<file path="config.mk">
export PLATFORM = sky130hd
export DESIGN_NAME = i2mt_top
export DESIGN_NICKNAME = d
export VERILOG_FILES = /design/src/inc/i2mt_pkg.sv /design/src/i2mt_brg.sv /design/src/i2mt_top.sv
export VERILOG_INCLUDE_DIRS = /design/src /design/src/inc
export SDC_FILE = /design/constraint.sdc
export NUM_CORES = 1
export LEC_CHECK = 0
export BUFFER_PORTS_ARGS = -buffer_cell sky130_fd_sc_hd__buf_2
export CORE_MARGIN = 5
export CORE_UTILIZATION = 35
export CTS_CLUSTER_SIZE = 8
export DETAILED_ROUTE_END_ITERATION = 6
export RECOVER_POWER = 25
export SETUP_SLACK_MARGIN = 0.2
export SLEW_MARGIN = 20
export SYNTH_ARGS = -nofsm -noshare
export SYNTH_HDL_FRONTEND = slang
export SYNTH_HIERARCHICAL = 1
export SYNTH_SLANG_ARGS = --single-unit
</file>
<file path="constraint.sdc">
create_clock -name mclk_in -period 4 [get_ports mclk_in]
set_input_delay 0.8 -clock mclk_in [delete_from_list [all_inputs] [get_ports mclk_in]]
set_output_delay 0.8 -clock mclk_in [all_outputs]
set_load 0.005 [all_outputs]
</file>
<file path="src/inc/i2mt_cfg.svh">
`ifndef I2MT_CFG_SVH
`define I2MT_CFG_SVH

// ----------------------------------------------------------------------
// register offsets
// ----------------------------------------------------------------------
`define I2MT_OFF_CTRL2      4'h0
`define I2MT_OFF_BUF        4'h1
`define I2MT_OFF_STAT       4'h2
`define I2MT_OFF_IRQ_ST     4'h3
`define I2MT_OFF_IRQ_MSK    4'h4
`define I2MT_OFF_BAUD       4'h5

// ----------------------------------------------------------------------
// field positions
// ----------------------------------------------------------------------
`define I2MT_CTRL_START     0
`define I2MT_CTRL_RESTART   1
`define I2MT_CTRL_STOP      2
`define I2MT_CTRL_ACK       6
`define I2MT_STAT_FULL      0
`define I2MT_STAT_COLL      1
`define I2MT_IRQ_PHASE      0
`define I2MT_IRQ_COLL       1
`define I2MT_IRQ_NB         2

// ----------------------------------------------------------------------
// reset values and counts
// ----------------------------------------------------------------------
`define I2MT_BAUD_RST       8'h18
`define I2MT_MSK_RST        2'h0
`define I2MT_LAST_BIT       4'h7
`define I2MT_ACK_BIT        4'h8

`endif

</file>
<file path="src/inc/i2mt_pkg.sv">
`default_nettype none

package i2mt_pkg;

  // ----------------------------------------------------------------------
  // bus sequencer states
  // ----------------------------------------------------------------------
  typedef enum logic [3:0] {
    ST_IDLE,
    ST_STA_SETUP,
    ST_STA_HOLD,
    ST_WAIT,
    ST_BIT_LOW,
    ST_BIT_HIGH,
    ST_RS_REL,
    ST_RS_HIGH,
    ST_SP_LOW,
    ST_SP_HIGH,
    ST_SP_REL
  } i2mt_state_t;

endpackage

`default_nettype wire

</file>
<file path="src/i2mt_brg.sv">
`timescale 1ns/1ns
`default_nettype none

module i2mt_brg (
  // clock and reset
  input  wire logic       mclk_in,
  input  wire logic       resetn_in,
  // control
  input  wire logic       run_in,
  input  wire logic [7:0] reload_in,
  // rollover pulse
  output logic            tick_out
);

  logic [7:0] cnt_r;
  logic [7:0] cnt_nxt;

  // stopped counter sits at reload so every phase starts a full period
  always_comb
  begin
    tick_out = run_in && (cnt_r == 8'h00);
    if (!run_in || tick_out)
      cnt_nxt = reload_in;
    else
      cnt_nxt = cnt_r - 8'h01;
  end

  always_ff @(posedge mclk_in or negedge resetn_in)
  begin
    if (!resetn_in)
      cnt_r <= 8'h00;
    else
      cnt_r <= cnt_nxt;
  end

endmodule // i2mt_brg

`default_nettype wire

</file>
<file path="src/i2mt_top.sv">
// Decided for this implementation: the address map and strobed register access.
`timescale 1ns/1ns
`default_nettype none
`include "i2mt_cfg.svh"

// How it works
// - the acknowledge status flag reads 0 when the slave pulled the ack bit low and 1 otherwise.
// - setting the start request bit in control register two while idle makes a Start condition.
// - the phase interrupt flag is set once the Start condition is finished on the bus.
// - after a Start the data line is held low one full baud period before the clock falls.
// - writing the buffer while waiting starts shifting the eight address bits out at once.
// - after eight bits the slave acknowledge is sampled into the acknowledge status flag.
// - the phase interrupt flag is set at the end of the ninth clock of every byte.
// - each further buffer write sends one more byte with acknowledge capture and interrupt.
// - stop and restart requests make their condition and set the interrupt when done.
// - a buffer write during any running sequence sets write collision and is dropped.
// - buffer full sets on an accepted write and clears when the eighth bit is out.
// - clock low and high phases last one baud period; outside Start, restart and Stop conditions data moves only while clock is low.
// - after the ninth clock the baud counter stops and the clock stays low until a new byte, a stop or a restart.
module i2mt_top (
  // clock and reset
  input  wire logic       mclk_in,
  input  wire logic       resetn_in,
  // register port
  input  wire logic [3:0] reg_addr_in,
  input  wire logic [7:0] reg_wdata_in,
  input  wire logic       reg_wr_in,
  input  wire logic       reg_rd_in,
  output logic      [7:0] reg_rdata_out,
  // two-wire bus, open drain
  input  wire logic       scl_in,
  output logic            scl_out,
  output logic            scl_oe_out,
  input  wire logic       sda_in,
  output logic            sda_out,
  output logic            sda_oe_out,
  // interrupt
  output logic            irq_out
);

  // ----------------------------------------------------------------------
  // helpers
  // ----------------------------------------------------------------------
  function automatic logic i2mt_hit(input logic [3:0] a, input logic [3:0] off);
    i2mt_hit = (a == off);
  endfunction

  // set beats clear so an event in the clearing cycle survives
  function automatic logic i2mt_w1c(input logic old, input logic set, input logic clr);
    i2mt_w1c = set | (old & ~clr);
  endfunction

  // ----------------------------------------------------------------------
  // declarations
  // ----------------------------------------------------------------------
  i2mt_pkg::i2mt_state_t state_r;
  i2mt_pkg::i2mt_state_t state_nxt;
  logic [3:0]            bit_r;
  logic [3:0]            bit_nxt;
  logic [7:0]            shift_r;
  logic [7:0]            shift_nxt;
  logic                  scl_oe_r;
  logic                  scl_oe_nxt;
  logic                  sda_oe_r;
  logic                  sda_oe_nxt;
  logic                  start_req_r;
  logic                  start_req_nxt;
  logic                  rs_req_r;
  logic                  rs_req_nxt;
  logic                  sp_req_r;
  logic                  sp_req_nxt;
  logic                  ack_r;
  logic                  ack_nxt;
  logic                  buffer_full_flag_r;
  logic                  buffer_full_flag_nxt;
  logic                  write_collision_flag_r;
  logic                  write_collision_flag_nxt;
  logic [7:0]            buf_r;
  logic [7:0]            buf_nxt;
  logic [`I2MT_IRQ_NB-1:0] irq_st_r;
  logic [`I2MT_IRQ_NB-1:0] irq_st_nxt;
  logic [`I2MT_IRQ_NB-1:0] irq_set;
  logic [`I2MT_IRQ_NB-1:0] irq_clr;
  logic [`I2MT_IRQ_NB-1:0] mask_r;
  logic [`I2MT_IRQ_NB-1:0] mask_nxt;
  logic [7:0]            baud_r;
  logic [7:0]            baud_nxt;
  logic [7:0]            rdata_r;
  logic [7:0]            rdata_nxt;
  logic                  irq_r;
  logic                  irq_nxt;
  logic                  tick;
  logic                  brg_run;
  logic                  phase_done;
  logic                  sta_done;
  logic                  sp_done;
  logic                  ack_smp;
  logic                  full_clr;
  logic                  wr_ctrl;
  logic                  wr_buf;
  logic                  buf_ok;
  logic                  collide_evt;
  logic                  any_req;

  // ----------------------------------------------------------------------
  // baud rate generator
  // ----------------------------------------------------------------------
  // counter is held at reload while scl is released but still held low by a slave
  assign brg_run = (state_r != i2mt_pkg::ST_IDLE) && (state_r != i2mt_pkg::ST_WAIT) &&
                   !(!scl_oe_r && !scl_in);

  i2mt_brg u_brg (
    .mclk_in   (mclk_in),
    .resetn_in (resetn_in),
    .run_in    (brg_run),
    .reload_in (baud_r),
    .tick_out  (tick)
  );

  // ----------------------------------------------------------------------
  // bus sequencer
  // ----------------------------------------------------------------------
  assign wr_ctrl  = reg_wr_in && i2mt_hit(reg_addr_in, `I2MT_OFF_CTRL2);
  assign wr_buf   = reg_wr_in && i2mt_hit(reg_addr_in, `I2MT_OFF_BUF);
  assign any_req  = start_req_r || rs_req_r || sp_req_r;
  assign buf_ok   = wr_buf && (state_r == i2mt_pkg::ST_WAIT) && !any_req &&
                    !buffer_full_flag_r;
  assign collide_evt = wr_buf && (state_r != i2mt_pkg::ST_IDLE) && !buf_ok;

  always_comb
  begin
    state_nxt  = state_r;
    bit_nxt    = bit_r;
    shift_nxt  = buf_ok ? reg_wdata_in : shift_r;
    scl_oe_nxt = scl_oe_r;
    sda_oe_nxt = sda_oe_r;
    phase_done = 1'b0;
    sta_done   = 1'b0;
    sp_done    = 1'b0;
    ack_smp    = 1'b0;
    full_clr   = 1'b0;
    case (state_r)
      i2mt_pkg::ST_IDLE:
      begin
        scl_oe_nxt = 1'b0;
        sda_oe_nxt = 1'b0;
        if (start_req_r)
          state_nxt = i2mt_pkg::ST_STA_SETUP;
      end
      i2mt_pkg::ST_STA_SETUP:
      begin
        if (tick)
        begin
          sda_oe_nxt = 1'b1;
          state_nxt  = i2mt_pkg::ST_STA_HOLD;
        end
      end
      i2mt_pkg::ST_STA_HOLD:
      begin
        // clock falls only after a full hold period with data low
        if (tick)
        begin
          scl_oe_nxt = 1'b1;
          phase_done = 1'b1;
          sta_done   = 1'b1;
          state_nxt  = i2mt_pkg::ST_WAIT;
        end
      end
      i2mt_pkg::ST_WAIT:
      begin
        scl_oe_nxt = 1'b1;
        if (buffer_full_flag_r)
        begin
          bit_nxt   = 4'h0;
          state_nxt = i2mt_pkg::ST_BIT_LOW;
        end
        else if (sp_req_r)
          state_nxt = i2mt_pkg::ST_SP_LOW;
        else if (rs_req_r)
          state_nxt = i2mt_pkg::ST_RS_REL;
      end
      i2mt_pkg::ST_BIT_LOW:
      begin
        // data follows one cycle after the clock went low
        sda_oe_nxt = (bit_r == `I2MT_ACK_BIT) ? 1'b0 : ~shift_r[7];
        if (tick)
        begin
          scl_oe_nxt = 1'b0;
          state_nxt  = i2mt_pkg::ST_BIT_HIGH;
        end
      end
      i2mt_pkg::ST_BIT_HIGH:
      begin
        if (tick && (bit_r == `I2MT_ACK_BIT))
        begin
          ack_smp    = 1'b1;
          scl_oe_nxt = 1'b1;
          phase_done = 1'b1;
          state_nxt  = i2mt_pkg::ST_WAIT;
        end
        else if (tick)
        begin
          shift_nxt  = {shift_r[6:0], 1'b0};
          bit_nxt    = bit_r + 4'h1;
          scl_oe_nxt = 1'b1;
          full_clr   = (bit_r == `I2MT_LAST_BIT);
          state_nxt  = i2mt_pkg::ST_BIT_LOW;
        end
      end
      i2mt_pkg::ST_RS_REL:
      begin
        sda_oe_nxt = 1'b0;
        if (tick)
        begin
          scl_oe_nxt = 1'b0;
          state_nxt  = i2mt_pkg::ST_RS_HIGH;
        end
      end
      i2mt_pkg::ST_RS_HIGH:
      begin
        if (tick)
        begin
          sda_oe_nxt = 1'b1;
          state_nxt  = i2mt_pkg::ST_STA_HOLD;
        end
      end
      i2mt_pkg::ST_SP_LOW:
      begin
        sda_oe_nxt = 1'b1;
        if (tick)
        begin
          scl_oe_nxt = 1'b0;
          state_nxt  = i2mt_pkg::ST_SP_HIGH;
        end
      end
      i2mt_pkg::ST_SP_HIGH:
      begin
        if (tick)
        begin
          sda_oe_nxt = 1'b0;
          state_nxt  = i2mt_pkg::ST_SP_REL;
        end
      end
      i2mt_pkg::ST_SP_REL:
      begin
        if (tick)
        begin
          phase_done = 1'b1;
          sp_done    = 1'b1;
          state_nxt  = i2mt_pkg::ST_IDLE;
        end
      end
      default:
      begin
        scl_oe_nxt = 1'b0;
        sda_oe_nxt = 1'b0;
        state_nxt  = i2mt_pkg::ST_IDLE;
      end
    endcase
  end

  always_ff @(posedge mclk_in or negedge resetn_in)
  begin
    if (!resetn_in)
    begin
      state_r  <= i2mt_pkg::ST_IDLE;
      bit_r    <= 4'h0;
      shift_r  <= 8'h00;
      scl_oe_r <= 1'b0;
      sda_oe_r <= 1'b0;
    end
    else
    begin
      state_r  <= state_nxt;
      bit_r    <= bit_nxt;
      shift_r  <= shift_nxt;
      scl_oe_r <= scl_oe_nxt;
      sda_oe_r <= sda_oe_nxt;
    end
  end

  // ----------------------------------------------------------------------
  // register file
  // ----------------------------------------------------------------------
  assign irq_set = {collide_evt, phase_done};
  assign irq_clr = (reg_wr_in && i2mt_hit(reg_addr_in, `I2MT_OFF_IRQ_ST)) ?
                   reg_wdata_in[`I2MT_IRQ_NB-1:0] : {`I2MT_IRQ_NB{1'b0}};

  // status bits stay set until software writes a one; hardware never clears them
  genvar gi;
  generate
    for (gi = 0; gi < `I2MT_IRQ_NB; gi = gi + 1)
    begin : g_irq
      assign irq_st_nxt[gi] = i2mt_w1c(irq_st_r[gi], irq_set[gi], irq_clr[gi]);
    end
  endgenerate

  always_comb
  begin
    // requests are only taken where they can run; no queuing of events
    start_req_nxt = (start_req_r && !sta_done) ||
                    (wr_ctrl && (state_r == i2mt_pkg::ST_IDLE) &&
                     reg_wdata_in[`I2MT_CTRL_START]);
    sp_req_nxt    = (sp_req_r && !sp_done) ||
                    (wr_ctrl && (state_r == i2mt_pkg::ST_WAIT) && !buffer_full_flag_r &&
                     !any_req && reg_wdata_in[`I2MT_CTRL_STOP]);
    rs_req_nxt    = (rs_req_r && !sta_done) ||
                    (wr_ctrl && (state_r == i2mt_pkg::ST_WAIT) && !buffer_full_flag_r &&
                     !any_req && reg_wdata_in[`I2MT_CTRL_RESTART] &&
                     !reg_wdata_in[`I2MT_CTRL_STOP]);
    ack_nxt       = ack_smp ? sda_in : ack_r;
    buffer_full_flag_nxt = buf_ok | (buffer_full_flag_r & ~full_clr);
    write_collision_flag_nxt = i2mt_w1c(write_collision_flag_r, collide_evt,
                                        reg_wr_in && i2mt_hit(reg_addr_in, `I2MT_OFF_STAT) &&
                                        reg_wdata_in[`I2MT_STAT_COLL]);
    buf_nxt       = (buf_ok || (wr_buf && (state_r == i2mt_pkg::ST_IDLE))) ?
                    reg_wdata_in : buf_r;
    mask_nxt      = (reg_wr_in && i2mt_hit(reg_addr_in, `I2MT_OFF_IRQ_MSK)) ?
                    reg_wdata_in[`I2MT_IRQ_NB-1:0] : mask_r;
    baud_nxt      = (reg_wr_in && i2mt_hit(reg_addr_in, `I2MT_OFF_BAUD)) ?
                    reg_wdata_in : baud_r;
    irq_nxt       = |(irq_st_nxt & mask_nxt);
    rdata_nxt     = 8'h00;
    if (reg_rd_in)
    begin
      case (reg_addr_in)
        `I2MT_OFF_CTRL2:   rdata_nxt = {1'b0, ack_r, 3'h0, sp_req_r, rs_req_r, start_req_r};
        `I2MT_OFF_BUF:     rdata_nxt = buf_r;
        `I2MT_OFF_STAT:    rdata_nxt = {6'h00, write_collision_flag_r, buffer_full_flag_r};
        `I2MT_OFF_IRQ_ST:  rdata_nxt = {6'h00, irq_st_r};
        `I2MT_OFF_IRQ_MSK: rdata_nxt = {6'h00, mask_r};
        `I2MT_OFF_BAUD:    rdata_nxt = baud_r;
        default:           rdata_nxt = 8'h00;
      endcase
    end
  end

  always_ff @(posedge mclk_in or negedge resetn_in)
  begin
    if (!resetn_in)
    begin
      start_req_r <= 1'b0;
      rs_req_r    <= 1'b0;
      sp_req_r    <= 1'b0;
      ack_r       <= 1'b0;
      buffer_full_flag_r     <= 1'b0;
      write_collision_flag_r <= 1'b0;
      buf_r       <= 8'h00;
      irq_st_r    <= {`I2MT_IRQ_NB{1'b0}};
      mask_r      <= `I2MT_MSK_RST;
      baud_r      <= `I2MT_BAUD_RST;
      rdata_r     <= 8'h00;
      irq_r       <= 1'b0;
    end
    else
    begin
      start_req_r <= start_req_nxt;
      rs_req_r    <= rs_req_nxt;
      sp_req_r    <= sp_req_nxt;
      ack_r       <= ack_nxt;
      buffer_full_flag_r     <= buffer_full_flag_nxt;
      write_collision_flag_r <= write_collision_flag_nxt;
      buf_r       <= buf_nxt;
      irq_st_r    <= irq_st_nxt;
      mask_r      <= mask_nxt;
      baud_r      <= baud_nxt;
      rdata_r     <= rdata_nxt;
      irq_r       <= irq_nxt;
    end
  end

  // ----------------------------------------------------------------------
  // outputs
  // ----------------------------------------------------------------------
  // open drain: the pin value is always low, only the enable moves
  always_ff @(posedge mclk_in or negedge resetn_in)
  begin
    if (!resetn_in)
    begin
      scl_out <= 1'b0;
      sda_out <= 1'b0;
    end
    else
    begin
      scl_out <= 1'b0;
      sda_out <= 1'b0;
    end
  end

  assign scl_oe_out    = scl_oe_r;
  assign sda_oe_out    = sda_oe_r;
  assign reg_rdata_out = rdata_r;
  assign irq_out       = irq_r;
endmodule // i2mt_top

`default_nettype wire

</file>
Word level (Yosys, flattened, before mapping)
Index checks and enable logic that the tools add are counted.
{"block": "word_totals", "register_bits": 61, "input_bits": 18, "out_inout_bits": 13}
{"block": "op_classes", "n_addsub": 2, "eq_ne": 32, "n_mux": 43, "bitwise_logic": 16, "reduce_logical": 61}
{"operator": "2-to-1 mux 4 bit", "n": 16}
{"operator": "2-to-1 mux 8 bit", "n": 6}
{"operator": "case mux 8 bit (6 select lines)", "n": 1}
{"operator": "case mux 4 bit (10 select lines)", "n": 1}
{"operator": "logical AND 1 bit", "n": 29}
{"operator": "equality test 4 x 3 -> 1 bit, second input constant", "n": 7}
{"operator": "!= test 2 bit, second input constant", "n": 10}
{"operator": "equality test 4 x 2 -> 1 bit, second input constant", "n": 4}
{"operator": "equality test 4 bit, second input constant", "n": 4}
{"operator": "2-to-1 mux 1 bit", "n": 13}
{"operator": "zero test 1 bit", "n": 10}
{"operator": "case mux 1 bit (5 select lines)", "n": 2}
{"operator": "AND reduction 10 bit", "n": 1}
{"operator": "equality test 4 x 1 -> 1 bit, second input constant", "n": 2}
{"operator": "zero test 4 bit", "n": 2}
{"operator": "zero test 8 bit", "n": 1}
{"operator": "case mux 4 bit (2 select lines)", "n": 1}
{"operator": "OR reduction 4 bit", "n": 2}
{"operator": "subtractor 8 x 1 -> 8 bit, second input constant", "n": 1}
{"operator": "logical OR 1 bit", "n": 7}
{"operator": "inverter 1 bit", "n": 7}
{"operator": "OR reduction 2 bit", "n": 3}
{"operator": "adder 4 x 1 -> 4 bit, second input constant", "n": 1}
{"operator": "AND 1 bit", "n": 4}
{"operator": "other kinds (14)", "n": 19}

Longest topological paths before layout
{"block": "logic_depth", "ltp_word": 11, "mapped_depth": 12, "depth_no_buf": 9}

Cells and area by module
The synthesis kept the hierarchy.
{"mod": "i2mt_top", "n_inst": 1, "cells_each": 263, "area_per_inst_um2": 2745.1}
{"mod": "i2mt_brg", "n_inst": 1, "cells_each": 48, "area_per_inst_um2": 445.4}

Least setup slack after synthesis
Ideal clock, no wire load.
{"block": "synth_path", "kind": "register to register", "start": "reg state_r[0]", "end": "reg ack_r", "t_arrival_ns": 2.833, "required_ns": 3.875, "slack_ns": 1.041, "path_stages_with_launch": 11, "n_path_buf": 2, "synth_period_minus_slack_ns": 2.959, "cell_sequence": "dfrtp_1 buf_2 buf_1 nand2b_1 a31oi_1 inv_1 nor3_1 inv_1 or4_4 or2_4 mux2_4"}
{"block": "synth_via", "elab_chain_len": 7}
{"item": "from (decl)", "line_no": "i2mt_top.sv:56", "text": "i2mt_pkg::i2mt_state_t state_r;"}
{"item": "from (signal assigned)", "line_no": "i2mt_top.sv:266", "text": "state_r <= i2mt_pkg::ST_IDLE;"}
{"item": "from (signal assigned)", "line_no": "i2mt_top.sv:274", "text": "state_r <= state_nxt;"}
{"item": "!= test 4 x 2 -> 1 bit / nonzero test 4 bit (equally long branches)", "line_no": "i2mt_top.sv:109", "text": "assign brg_run = (state_r != i2mt_pkg::ST_IDLE) && (state_r != i2mt_pkg::ST_WAIT) &&"}
{"item": "logical AND 1 bit (*) (2 in series)", "line_no": "i2mt_top.sv:109"}
{"item": "net brg_run", "line_no": "i2mt_top.sv:93", "text": "logic brg_run;"}
{"item": "logical AND 1 bit (*)", "line_no": "i2mt_brg.sv:21", "text": "tick_out = run_in && (cnt_r == 8'h00);"}
{"item": "net tick", "line_no": "i2mt_top.sv:92", "text": "logic tick;"}
{"item": "logical AND 1 bit (*)", "line_no": "i2mt_top.sv:194", "text": "if (tick && (bit_r == `I2MT_ACK_BIT))"}
{"item": "2-to-1 mux 1 bit (*)", "line_no": "i2mt_top.sv:194"}
{"item": "2-to-1 mux 1 bit (*)", "line_no": "i2mt_top.sv:142", "text": "case (state_r)"}
{"item": "to (signal assigned)", "line_no": "i2mt_top.sv:360", "text": "ack_r <= ack_nxt;"}
{"item": "to (decl)", "line_no": "i2mt_top.sv:72", "text": "logic ack_r;"}
The timed path passes the listed nets; every way through them passes the cells marked *.
A chain may end at the register's enable or synchronous reset.

Worst setup path after layout
{"block": "layout_path", "start": "reg state_r[1]", "end": "reg bit_r[0]"}
{"block": "layout_via", "elab_chain_len": 7}
{"item": "!= test 4 x 2 -> 1 bit / nonzero test 4 bit (equally long branches)", "line_no": "i2mt_top.sv:109"}
{"item": "logical AND 1 bit (*) (2 in series)", "line_no": "i2mt_top.sv:109"}
{"item": "net brg_run", "line_no": "i2mt_top.sv:93"}
{"item": "logical AND 1 bit (*)", "line_no": "i2mt_brg.sv:21"}
{"item": "net tick", "line_no": "i2mt_top.sv:92"}
{"item": "logical AND 1 bit", "line_no": "i2mt_top.sv:194"}
{"item": "!= test 2 bit (no source line)"}
{"item": "AND reduction 4 bit (no source line) (*)"}
{"item": "to (signal assigned)", "line_no": "i2mt_top.sv:275", "text": "bit_r <= bit_nxt;"}
{"item": "to (decl)", "line_no": "i2mt_top.sv:58", "text": "logic [3:0] bit_r;"}
Marked as above.

==> impl_metrics.yaml <==
global_routing:
  grt_pass1_vias: 2445
  grt_use_met1_pct: 19.4
  use_met3_pct: 2.57
  antenna_found_initial: 0
  grt_max_degree: 27
  gr-total-overflow: 0
  gr-max-usage-layer: "met2"
  grt_use_met2_pct: 21.5
  grt_pass1_wl_um: 12600
  grtUsageTotal_pct: 14.2
run_status:
  status: "complete, no violations"
clock_tree:
  clk_path_buf_depth: 2
  hold_buffers: 0
  cts_buffers: 9
  cts-htree-levels: 3
  insertion_delay_ns: 0.35
  cts_tree: "done"
  post_cts_buffers: 0
  cts.clk_slew.worst_paths_ns: 0.07
  post_cts_resized: 0
  clock_sinks: 61
  cts-root-buf: "clkbuf_8"
synth:
  ys_types: 64
  synth_top_cells_by_area: "dfrtp_1, mux2_2, mux2i_1"
  synth.ff_latch_count: 61
  synth_flop_cell: "dfrtp_1"
  ys_seq_area_share_pct: 47.9
  synth_top_area_share_pct: 46.3
  synth_area_leader_cell: "dfrtp_1"
  synth-async-reset-ratio_pct: 100
  synth-edff-count: 0
  netlist_instances: 311
  ys_warn_count: 6
  synth_area_per_cell_um2: 10.3
  netlist_area_um2: 3190
finish:
  antenna_cells: 0
  final_nets: 362
  area_delta_synth_final_pct: 14.5
  post-route-util_pct: 41.5
  regArea_um2: 1530
  drive_above_1_share_pct: 24.9
  fill_cells: 868
  fin_area_um2: 3650
  multi_input_area_um2: 1510
power_and_ir_drop:
  peakVddDrop_uv: 216
  leakage_nw: 1.58
  cellPowerDensity_nw_per_um2: 680
  p_total_mw: 2.49
routing:
  vias_per_cell: 5.35
  wl_per_cell_um: 16.3
  drc_errors: 0
  vias: 2424
  drt_iter0_markers: 132
  routed_wl_um: 7380
  postRouteAntennaNets: 0
  drt_pass1_iterations: 4
worst_setup_path:
  cp_max_fo: 20
  cp.required_ns: 4.29
  critPathLaunchType: "flop"
  end_kind: "flop"
  crit_type: "flop to flop"
  crit_arrival_ns: 3.65
floorplan:
  ios: 31
  start_util_pct: 36.2
  dieArea_um2: 11100
  rows: 34
  die_y_um: 105
  fp.dieW_um: 105
  core_um2: 8810
placed_design:
  place_area_um2: 3410
  dp_hpwl_um: 5340
  post-place-ws_ns: 0.711
  gp_congestion: 0.882
  io_buffers: 28
sta:
  fin_crit_sh_pct: 84.0
  slew_violations: 0
  slew_headroom_pct: 21.5
  rsz0062_at_grt: "false"
  tightest_slew_ns: 1.18
  finalSetupViolCount: 0
  max_freq_mhz: 297
  finalHoldViolCount: 0
  tns_ns: 0
  skew_ns: 0.0104
  fin_crit_ns: 3.36
  fin_ws_ns: 0.638
worst_hold_path:
  hp-class: "flop to flop"
job:
  cap_viol_max_count: 0
-- cells in the final DEF (no fill, tap or decap), types with 4 or more instances in the layout --
cell type,netlist,routed
a21oi_1,8,8
a22oi_1,10,10
a31oi_1,4,4
buf_2,4,27
buf_4,7,5
clkbuf_8,0,9
dfrtp_1,59,59
ha_1,4,4
inv_1,13,13
mux2_2,18,18
mux2i_1,13,13
nand2_1,30,30
nand2b_1,4,4
nand3_1,4,4
nand4_1,4,4
nor2_1,25,25
nor3_1,6,6
nor4_1,4,4
o21ai_0,22,22
o21ai_1,8,8
or3_1,4,4
xnor2_1,4,4
-- metal layers --
layer / routed length (µm) / share of wire [%] / up-vias
met2: 3370 / 46 / 47
li1: - / - / 1171
met1: 3560 / 48 / 1193
met3: 261 / 3.5 / 13
met4: 189 / 2.6 / 0
met5: 0 / 0 / -
-- registers in the layout, summed over array words and instances (netlist names) --
name / count
shift_r: 8
reg_rdata_out: 8
bit_r: 4
mask_r: 2
start_req_r: 1
irq_st_r: 2
rs_req_r: 1
buffer_full_flag_r: 1
write_collision_flag_r: 1
baud_r: 8
buf_r: 8
state_r: 4
sda_oe_out: 1
sp_req_r: 1
scl_oe_out: 1
u_brg/cnt_r: 8
ack_r: 1
irq_out: 1
-- per-stage QoR --
step / std cells / hold WS (ns)
floorplan: 312 / 0.455
global placement: 437 / 0.463
detailed placement: 437 / 0.474
CTS: 453 / 0.413
global route: 453 / 0.523
finish: 453 / 0.487
-- area by class of cell --
| type | instances | area share [%] |
|---|---|---|
| clock buffers | 9 | 3.39 |
| clock inverters | 7 | 3.36 |
| inverters | 14 | 1.44 |
| well taps | 108 | 3.70 |
| repair buffers | 34 | 4.93 |
| flip-flops and latches | 61 | 41.8 |
| multi-input cells | 220 | 41.3 |
-- worst max-delay path: stages (launching register included) --
cell and delay [ns]:
dfrtp_1 0.59, nand2b_1 0.32, a31oi_1 0.31, inv_1 0.08
nor3_1 0.45, inv_1 0.23, or4_4 0.56, nor2_2 0.49
mux2_2 0.26
-- cells by family after synthesis --
logic type / share of synthesized area (%)
DFF: 47.9
AOI/OAI and AO/OA: 14.4
other: 0.118
xor gates and xnor gates: 1.65
adders and majority gates: 1.57
and+or+nand+nor: 17.6
muxes: 12.0
buffers and inverters: 4.86
-- Yosys cell counts, types with 6 or more instances --
cell type / count
nand2_1: 30
o21ai_0: 22
a21oi_1: 8
o21ai_1: 8
inv_1: 13
buf_4: 7
nor2_1: 25
mux2i_1: 13
a22oi_1: 10
nor3_1: 6
dfrtp_1: 59
mux2_2: 18
-- power breakdown --
part	internal (mW)	switching (mW)	total, mW
Combinational	0.379	0.454	0.833
Clock	0.417	0.270	0.687
Sequential	0.807	0.159	0.966
Total	1.60	0.884	2.49
-- worst paths after layout --
check,endpoint,cells after the start,start,slack (ns)
worst max register to register,bit_r[0],8,state_r[1],0.64
max in group asynchronous,state_r[3],2,resetn_in,1.96
worst min register to register,shift_r[2],2,shift_r[1],0.49
min in group asynchronous,buf_r[5],1,resetn_in,0.66
worst min-delay path,shift_r[2],2,shift_r[1],0.49
worst max-delay path,bit_r[0],8,state_r[1],0.64
Note: power is estimated with default switching activity, not from simulation.
